===== config.mk =====
export PLATFORM = sky130hd
export DESIGN_NAME = prf_request_flags
export DESIGN_NICKNAME = d
export VERILOG_FILES = /design/src/rtl/prf_pkg.sv /design/src/rtl/prf_request_flags.sv
export VERILOG_INCLUDE_DIRS = /design/src /design/src/rtl
export SDC_FILE = /design/constraint.sdc
export NUM_CORES = 1
export LEC_CHECK = 0
export BUFFER_PORTS_ARGS = -buffer_cell sky130_fd_sc_hd__buf_2
export CORE_MARGIN = 8
export CORE_UTILIZATION = 24
export DETAILED_ROUTE_END_ITERATION = 8
export GPL_TIMING_DRIVEN = 1
export PLACE_DENSITY_LB_ADDON = 0.05
export REMOVE_ABC_BUFFERS = 1
export SYNTH_ARGS = -nofsm -noshare
export SYNTH_HDL_FRONTEND = slang
export SYNTH_SLANG_ARGS = --single-unit

===== constraint.sdc =====
create_clock -name sys_clk_i -period 0.9 [get_ports sys_clk_i]
set_input_delay 0.18 -clock sys_clk_i [delete_from_list [all_inputs] [get_ports sys_clk_i]]
set_output_delay 0.18 -clock sys_clk_i [all_outputs]
set_load 0.005 [all_outputs]

===== src/rtl/prf_consts.svh =====
// constants for the peripheral request flags block
// assumes an apb slave at 32-bit data, one aligned word per register
`ifndef PRF_CONSTS_SVH
`define PRF_CONSTS_SVH
`define PRF_FLAGS_ADDR   12'h000
`define PRF_FLAGS_RESET  8'h00
`define PRF_OSC_BIT      7
`define PRF_CSW_BIT      6
`define PRF_ADC_BIT      0
`define PRF_IMPL_MASK    8'hc1
`endif


===== src/rtl/prf_pkg.sv =====
// types for the peripheral request flags block
// assumes nothing beyond the constants header
package prf_pkg;
    // one event pulse per flag source
    typedef struct packed {
        logic osc_fail;
        logic clk_switch_ready;
        logic conversion_done;
    } prf_events_s;
endpackage


===== src/rtl/prf_request_flags.sv =====
// peripheral request flag register one behind an apb slave
// assumes event inputs are one-cycle pulses synchronous to sys_clk_i
// assumes software reaches the flags through byte lane zero; the upper lanes are ignored
//
// Added by the designer: the APB register port and the address map.
`timescale 1ns/1ns
`include "prf_consts.svh"
module prf_request_flags
(
    input  wire logic               sys_clk_i,
    input  wire logic               sys_rst_i,
    input  wire logic               psel_i,
    input  wire logic               penable_i,
    input  wire logic               pwrite_i,
    input  wire logic [11:0]        paddr_i,
    input  wire logic [31:0]        pwdata_i,
    input  wire logic [3:0]         pstrb_i,
    input  wire prf_pkg::prf_events_s events_i,
    output logic      [31:0]        prdata_o,
    output logic                    pready_o,
    output logic                    pslverr_o,
    output logic      [7:0]         flags_o
);
    // ------------------------------------------------------------
    // bus decode
    // ------------------------------------------------------------
    logic       setup_hit;
    logic       wr_en;
    logic [7:0] set_vec;
    logic [7:0] flags_q;
    logic [7:0] flags_d;
    logic       hit;

    // pready answers one cycle after setup, so every access completes without a wait state
    assign setup_hit = psel_i && !penable_i;
    assign hit       = (paddr_i == `PRF_FLAGS_ADDR);
    assign wr_en     = psel_i && penable_i && pready_o && pwrite_i && hit && pstrb_i[0];

    // a refused write leaves the flags to the events alone, so no stale clear slips through
    property p_unmapped_ignored;
        @(posedge sys_clk_i) disable iff (sys_rst_i)
        (psel_i && penable_i && pready_o && pwrite_i && !hit)
            |=> (flags_q == $past(flags_q | set_vec));
    endproperty
    a_unmapped_ignored: assert property (p_unmapped_ignored) else $error("unmapped write changed flags");

    property p_strobe_guard;
        @(posedge sys_clk_i) disable iff (sys_rst_i)
        (psel_i && penable_i && pready_o && pwrite_i && hit && !pstrb_i[0])
            |=> (flags_q == $past(flags_q | set_vec));
    endproperty
    a_strobe_guard: assert property (p_strobe_guard) else $error("write without lane zero stored");

    // ------------------------------------------------------------
    // flag register
    // ------------------------------------------------------------
    // events ignore every enable, no enable input exists here
    always_comb
    begin
        set_vec = 8'h00;
        set_vec[`PRF_OSC_BIT] = events_i.osc_fail;
        set_vec[`PRF_CSW_BIT] = events_i.clk_switch_ready;
        set_vec[`PRF_ADC_BIT] = events_i.conversion_done;
        flags_d = flags_q;
        if (wr_en)
        begin
            flags_d = pwdata_i[7:0];
        end
        // set wins over a same-cycle software clear; unused bits masked
        flags_d = (flags_d | set_vec) & `PRF_IMPL_MASK;
    end

    always_ff @(posedge sys_clk_i)
    begin
        if (sys_rst_i)
        begin
            flags_q <= `PRF_FLAGS_RESET;
        end
        else
        begin
            flags_q <= flags_d;
        end
    end

    // every reset clears the whole register, whatever was pending
    property p_rst_flags;
        @(posedge sys_clk_i)
        sys_rst_i |=> (flags_q == `PRF_FLAGS_RESET);
    endproperty
    a_rst_flags: assert property (p_rst_flags) else $error("flags not cleared by reset");

    // nothing on the bus and no event: the register keeps its value
    property p_idle_hold;
        @(posedge sys_clk_i) disable iff (sys_rst_i)
        (!wr_en && set_vec == 8'h00) |=> (flags_q == $past(flags_q));
    endproperty
    a_idle_hold: assert property (p_idle_hold) else $error("flags moved with no cause");

    // an event in the cycle of a clearing write still leaves its flag set
    property p_set_beats_clear;
        @(posedge sys_clk_i) disable iff (sys_rst_i)
        (wr_en && set_vec != 8'h00) |=> ((flags_q & $past(set_vec)) == $past(set_vec));
    endproperty
    a_set_beats_clear: assert property (p_set_beats_clear) else $error("event lost to clear");

    // software may set any implemented flag by writing one
    property p_sw_sets;
        @(posedge sys_clk_i) disable iff (sys_rst_i)
        wr_en |=> ((flags_q & $past(pwdata_i[7:0]) & `PRF_IMPL_MASK) == ($past(pwdata_i[7:0]) & `PRF_IMPL_MASK));
    endproperty
    a_sw_sets: assert property (p_sw_sets) else $error("written one not stored");

    // a written zero clears a flag whose event is quiet in that cycle
    property p_osc_clear;
        @(posedge sys_clk_i) disable iff (sys_rst_i)
        (wr_en && !pwdata_i[`PRF_OSC_BIT] && !events_i.osc_fail) |=> !flags_q[`PRF_OSC_BIT];
    endproperty
    a_osc_clear: assert property (p_osc_clear) else $error("osc flag not cleared");

    property p_csw_clear;
        @(posedge sys_clk_i) disable iff (sys_rst_i)
        (wr_en && !pwdata_i[`PRF_CSW_BIT] && !events_i.clk_switch_ready) |=> !flags_q[`PRF_CSW_BIT];
    endproperty
    a_csw_clear: assert property (p_csw_clear) else $error("switch flag not cleared");

    property p_adc_clear;
        @(posedge sys_clk_i) disable iff (sys_rst_i)
        (wr_en && !pwdata_i[`PRF_ADC_BIT] && !events_i.conversion_done) |=> !flags_q[`PRF_ADC_BIT];
    endproperty
    a_adc_clear: assert property (p_adc_clear) else $error("adc flag not cleared");

    // the failure and switch flags never rise without their event or a write
    property p_osc_quiet;
        @(posedge sys_clk_i) disable iff (sys_rst_i)
        (!events_i.osc_fail && !wr_en && !flags_q[`PRF_OSC_BIT]) |=> !flags_q[`PRF_OSC_BIT];
    endproperty
    a_osc_quiet: assert property (p_osc_quiet) else $error("osc flag rose alone");

    property p_csw_quiet;
        @(posedge sys_clk_i) disable iff (sys_rst_i)
        (!events_i.clk_switch_ready && !wr_en && !flags_q[`PRF_CSW_BIT]) |=> !flags_q[`PRF_CSW_BIT];
    endproperty
    a_csw_quiet: assert property (p_csw_quiet) else $error("switch flag rose alone");

    // mirror for downstream enable gating, registered
    always_ff @(posedge sys_clk_i)
    begin
        if (sys_rst_i)
        begin
            flags_o <= `PRF_FLAGS_RESET;
        end
        else
        begin
            flags_o <= flags_d;
        end
    end

    // the mirror must track the register exactly, reserved bits included
    property p_mirror;
        @(posedge sys_clk_i) disable iff (sys_rst_i)
        1'b1 |-> (flags_o == flags_q);
    endproperty
    a_mirror: assert property (p_mirror) else $error("flag mirror differs");

    property p_mirror_reserved;
        @(posedge sys_clk_i) disable iff (sys_rst_i)
        1'b1 |-> (flags_o[5:1] == 5'h00);
    endproperty
    a_mirror_reserved: assert property (p_mirror_reserved) else $error("mirror reserved bits nonzero");

    // ------------------------------------------------------------
    // apb response
    // ------------------------------------------------------------
    always_ff @(posedge sys_clk_i)
    begin
        if (sys_rst_i)
        begin
            pready_o  <= 1'b0;
            pslverr_o <= 1'b0;
            prdata_o  <= 32'h0000_0000;
        end
        else
        begin
            pready_o  <= setup_hit;
            pslverr_o <= setup_hit && !hit;
            if (setup_hit && !pwrite_i && hit)
            begin
                prdata_o <= {24'h00_0000, flags_q};
            end
            else
            begin
                prdata_o <= 32'h0000_0000;
            end
        end
    end

    // reset drops every bus output
    property p_rst_bus;
        @(posedge sys_clk_i)
        sys_rst_i |=> (!pready_o && !pslverr_o && prdata_o == 32'h0000_0000);
    endproperty
    a_rst_bus: assert property (p_rst_bus) else $error("bus outputs not cleared by reset");

    // ready only ever answers a setup cycle one clock earlier
    property p_ready_source;
        @(posedge sys_clk_i) disable iff (sys_rst_i)
        pready_o |-> $past(setup_hit);
    endproperty
    a_ready_source: assert property (p_ready_source) else $error("ready without setup");

    // an unmapped word answers with an error, a mapped one never does
    property p_err_unmapped;
        @(posedge sys_clk_i) disable iff (sys_rst_i)
        (setup_hit && !hit) |=> pslverr_o;
    endproperty
    a_err_unmapped: assert property (p_err_unmapped) else $error("no error for unmapped word");

    property p_err_mapped;
        @(posedge sys_clk_i) disable iff (sys_rst_i)
        (setup_hit && hit) |=> !pslverr_o;
    endproperty
    a_err_mapped: assert property (p_err_mapped) else $error("error on mapped word");

    // an error comes only with ready and carries no data
    property p_err_pair;
        @(posedge sys_clk_i) disable iff (sys_rst_i)
        pslverr_o |-> (pready_o && prdata_o == 32'h0000_0000);
    endproperty
    a_err_pair: assert property (p_err_pair) else $error("error without ready or with data");

    // a read returns the register as it stood at the setup edge
    property p_read_data;
        @(posedge sys_clk_i) disable iff (sys_rst_i)
        (setup_hit && !pwrite_i && hit) |=> (prdata_o == {24'h00_0000, $past(flags_q)});
    endproperty
    a_read_data: assert property (p_read_data) else $error("read data wrong");

    // read data is zero whenever no read answer stands
    property p_prdata_idle;
        @(posedge sys_clk_i) disable iff (sys_rst_i)
        !pready_o |-> (prdata_o == 32'h0000_0000);
    endproperty
    a_prdata_idle: assert property (p_prdata_idle) else $error("read data outside answer");

    property p_write_no_data;
        @(posedge sys_clk_i) disable iff (sys_rst_i)
        (setup_hit && pwrite_i) |=> (prdata_o == 32'h0000_0000);
    endproperty
    a_write_no_data: assert property (p_write_no_data) else $error("read data on a write");

    // ------------------------------------------------------------
    // checks
    // ------------------------------------------------------------
    // each event pulse shows in its flag one clock later
    property p_osc_sets;
        @(posedge sys_clk_i) disable iff (sys_rst_i)
        events_i.osc_fail |=> flags_q[`PRF_OSC_BIT];
    endproperty
    a_osc_sets: assert property (p_osc_sets) else $error("osc flag not set");

    property p_adc_sets;
        @(posedge sys_clk_i) disable iff (sys_rst_i)
        events_i.conversion_done |=> flags_q[`PRF_ADC_BIT];
    endproperty
    a_adc_sets: assert property (p_adc_sets) else $error("adc flag not set");

    // the done flag stays low while no conversion completes and no write lands
    property p_adc_quiet;
        @(posedge sys_clk_i) disable iff (sys_rst_i)
        (!events_i.conversion_done && !wr_en && !flags_q[`PRF_ADC_BIT]) |=> !flags_q[`PRF_ADC_BIT];
    endproperty
    a_adc_quiet: assert property (p_adc_quiet) else $error("adc flag rose alone");

    // hardware never clears a flag; only a write or a reset may
    property p_sticky;
        @(posedge sys_clk_i) disable iff (sys_rst_i)
        !wr_en |=> ((flags_q & $past(flags_q)) == $past(flags_q));
    endproperty
    a_sticky: assert property (p_sticky) else $error("flag cleared by hardware");

    // a write with no event lands exactly, masked to the implemented bits
    property p_sw_write;
        @(posedge sys_clk_i) disable iff (sys_rst_i)
        (wr_en && set_vec == 8'h00) |=> flags_q == ($past(pwdata_i[7:0]) & `PRF_IMPL_MASK);
    endproperty
    a_sw_write: assert property (p_sw_write) else $error("write not stored");

    property p_csw_sets;
        @(posedge sys_clk_i) disable iff (sys_rst_i)
        events_i.clk_switch_ready |=> flags_q[`PRF_CSW_BIT];
    endproperty
    a_csw_sets: assert property (p_csw_sets) else $error("switch flag not set");

    // reserved bits stay zero in the register and in read data
    property p_unused_zero;
        @(posedge sys_clk_i) disable iff (sys_rst_i)
        1'b1 |-> (flags_q[5:1] == 5'h00 && prdata_o[31:1] == {24'h00_0000, prdata_o[7:6], 5'h00});
    endproperty
    a_unused_zero: assert property (p_unused_zero) else $error("unused bits nonzero");

    // one wait-free access: ready for exactly one cycle after setup
    property p_ready;
        @(posedge sys_clk_i) disable iff (sys_rst_i)
        setup_hit |=> pready_o ##1 !pready_o;
    endproperty
    a_ready: assert property (p_ready) else $error("pready timing wrong");
endmodule


After elaboration in Yosys (flattened, before gate mapping)
Cells that the tools add are included.

Output and inout port bits: 42. Bits in registers: 42. Word-level logic and storage cells: 23.

Muxes and demuxes: 1. Bitwise gates (word level): 2. Reductions and logical operators: 14.

Operator list (number): $logic_not A12 Y1 (1); $logic_and A1 B1 Y1 (9); $mux W8 (1); $or A8 B8 Y8 (1); $logic_not A1 Y1 (3); $reduce_or A2 Y1 (1); $not A1 Y1 (1).

Depth between registers and ports, before layout
Word-level depth: 7. Gate-level depth with buffers: 4.

Least setup slack after synthesis
OpenSTA, ideal clock, no wires.

Kind: input to register. From: in paddr_i[1]. To: reg prdata_o[0]. Stages on the path: 4. Setup time: 0.059 ns. Arrival time: 0.916 ns. Buffers on the path: 0. Data required time: 0.841 ns. Path slack: -0.075 ns. Path through: nor4_2 nand3_1 nor3_2 and2_1.

Word-level cells in the longest chain between the ends: 4.

Ends and longest elaborated chain: from (decl) (RTL line prf_request_flags.sv:15) `input wire logic [11:0] paddr_i,`; $logic_not A12 Y1 (no line); $logic_and A1 B1 Y1 (RTL line prf_request_flags.sv:186) `if (setup_hit && !pwrite_i && hit)`; $not A1 Y1 (no line); $reduce_or A2 Y1 (no line); to (signal assigned) (RTL line prf_request_flags.sv:188) `prdata_o <= {24'h00_0000, flags_q};`; to (decl) (RTL line prf_request_flags.sv:19) `output logic [31:0] prdata_o,`.

Every way passes these cells. A chain may end at the register's enable or synchronous reset.

Final worst setup path
From: in paddr_i[5]. To: reg prdata_o[6].

Same word-level chain as after synthesis.

==> flow_summary.yaml <==
drt:
  postRouteAntennaNets: 0
  wl_mm: 1.48
  drc: 0
  num_vias: 465
  drt_pass1_iterations: 3
  avgViaCountPerCell: 3.50
  routedWlPerCell_um: 11.1
  drtIter0Drc: 1
synthesis:
  ys_ff_latch: 8
  ys_seq_area_share_pct: 27.5
  synth_area_sq_um: 583
  synth_cell_types: 16
  yosysWarnings: 0
  synth_top_cell_by_area: "buf_4"
  synth_top_area_share_pct: 43.8
  syn-instance-count: 68
  syn_avg_cell_area_sq_um: 8.57
  ys_top_cells_by_area: "buf_4 (44%), dfxtp_1 (27%), nor4_2 (6.4%)"
setup_path:
  cp-start-kind: "primary input"
  cp_max_fo: 4
  worstSetupStartpoint: "paddr_i[5]"
  regToRegStartpoint: "pready_o$_SDFF_PP0_"
  crit_arrival_ns: 1.08
  rrSetupSlack_ns: 0.02
  crit_required_ns: 1.09
  worstSetupPathType: "primary input to flip-flop"
  r2r_end: "flags_o[7]$_SDFF_PP0_"
  endpoint_kind: "flip-flop"
  r2r_cells: 3
clocking:
  cts_setup_buffers: 0
  cts_sinks: 8
  clkSlewWorstSetupHoldPaths_ns: 0.05
  h-tree-depth: 1
  cts_inserted_buffers: 3
  cts_buffer_depth: 2
  cts_root_buffer: "clkbuf_4"
  worst_skew_pair.late_latency_ns: 0.25
  cts_tree: "yes"
floorplan:
  initial_core_util_pct: 24.4
  pin_count: 98
  core_area_sq_mm: 0.00239
  fp.dieH_um: 65.3
  fp.dieArea_sq_mm: 0.00426
  core.rowCount: 18
  die_width_um: 65.3
run_status:
  status: "completed"
job:
  maxCapViolations: 0
global_route:
  grt_util_all_layers_pct: 7.25
  grt_pass1_wl_mm: 2.40
  overflow: 0
  antenna_found_initial: 0
  grt_pass1_vias: 573
  grt_max_degree: 5
sta:
  slew_violations: 0
  rsz0062_at_grt: "yes"
  finalHoldViolCount: 0
  max_freq_mhz: 1120
  finalSetupViolations: 0
  fin_setup_tns_ns: 0
  finalCritPeriodShare_pct: 98.9
  clock_skew_ns: 0.00158
  whs_ns: 0.192
  worst_slack_ns: 0.00964
  finalCriticalPeriod_ns: 0.890
worst_hold_path:
  worstHoldEndpoint: "flags_o[0]$_SDFF_PP0_"
  hold_depth: 3
  min_from: "events_i[0]"
  hp-class: "primary input to flip-flop"
power:
  max-vdd-ir-drop_uv: 399
  power_leakage_nw: 0.406
  p_per_area_mw_per_mm2: 1070
place:
  port_buffers: 31
  dpl_worst_slack_ns: -0.355
  dpl.hpwl_mm: 1.35
  gp_congestion: 0.653
  post_dp_cell_area_sq_um: 659
  dp_cells: 130
finish:
  syn_to_final_growth_pct: 31.8
  final_area_sq_um: 768
  antenna_cells: 0
  drive_gt1_share_pct: 45.6
  nets: 161
  final_cells: 133
[critical path: stages]
cell and delay [ns]:
buf_2 0.11, nor4_4 0.27, nand3_2 0.17, nor3_4 0.21, and2_1 0.14
[final cells by class]
cell class | count | area (sq um)
sequential | 8 | 165
tap | 30 | 37.5
inverter | 1 | 3.75
clock buffer | 3 | 22.5
timing repair buffer | 33 | 208
multi-input combinational | 58 | 332
fill | 278 | 1620
[repair_timing]
item | CTS | global route
pin swaps | 9 | 6
resized for setup | 15 | 3
setup endpoints to repair | 9 | 9
hold buffers | 0 | 0
[per-stage QoR]
stage	total power, mW	util [%]
2_1_floorplan	0.436	-
3_3_place_gp	0.520	27.6
3_5_place_dp	0.520	27.6
4_1_cts	0.826	31.7
5_1_grt	0.874	32.2
6_report	0.821	32.2
[cells in the final DEF (no fill, tap or decap)]
cell type,instances
conb_1,34
buf_2,25
buf_6,6
and2_1,4
dfxtp_2,4
dfxtp_1,4
nor4_4,3
a31oi_1,3
a21oi_1,3
clkbuf_4,3
nor2_1,2
o21ai_0,2
buf_4,2
nand3_2,1
nand2_1,1
nor3_4,1
nand4_1,1
o21ai_1,1
and3_4,1
and4_4,1
inv_1,1
[kinds of logic after synthesis]
family	count (synthesis)	synth area share, %
buf+inv	35	44.4
simple gates	15	19.1
compound gates	9	8.37
flops	8	27.5
other cells	1	0.643
[layer usage]
layer	vias up	GRT usage, %	wire [um]
met3	2	3.23	176
met4	0	6.54	21
li1	231	-	-
met2	39	10.6	699
met1	193	7.75	578
met5	-	0	0
[cells in the mapped netlist, drive strengths merged]
| library cell | instances |
|---|---|
| nand3 | 1 |
| a21oi | 3 |
| nor2 | 2 |
| o21ai | 3 |
| dfxtp | 8 |
| and2 | 4 |
| nand4 | 1 |
| conb | 1 |
| a31oi | 3 |
| inv | 1 |
| and3 | 1 |
| and4 | 1 |
| buf | 34 |
| nor4 | 3 |
| nand2 | 1 |
| nor3 | 1 |
[registers in the layout, summed over array words and instances (netlist names)]
signal / flops
pslverr_o: 1
prdata_o: 3
flags_o: 3
pready_o: 1
[worst max path at each step]
stage                                   to  slack, ns  cells after the start
floorplan           prdata_o[0]$_SDFF_PP0_      -0.07                      4
global placement    prdata_o[6]$_SDFF_PP0_      -0.33                      5
detailed placement  prdata_o[7]$_SDFF_PP0_      -0.35                      5
global route        prdata_o[0]$_SDFF_PP0_      -0.09                      5
CTS                 prdata_o[7]$_SDFF_PP0_      -0.02                      5
finish              prdata_o[6]$_SDFF_PP0_       0.01                      5
[power breakdown]
group          switching [mW]  internal, mW
registers             0.00872         0.370
logic                  0.0924        0.0824
clock network           0.115         0.152
total                   0.216         0.605
Power figures use the tool's default switching activity.
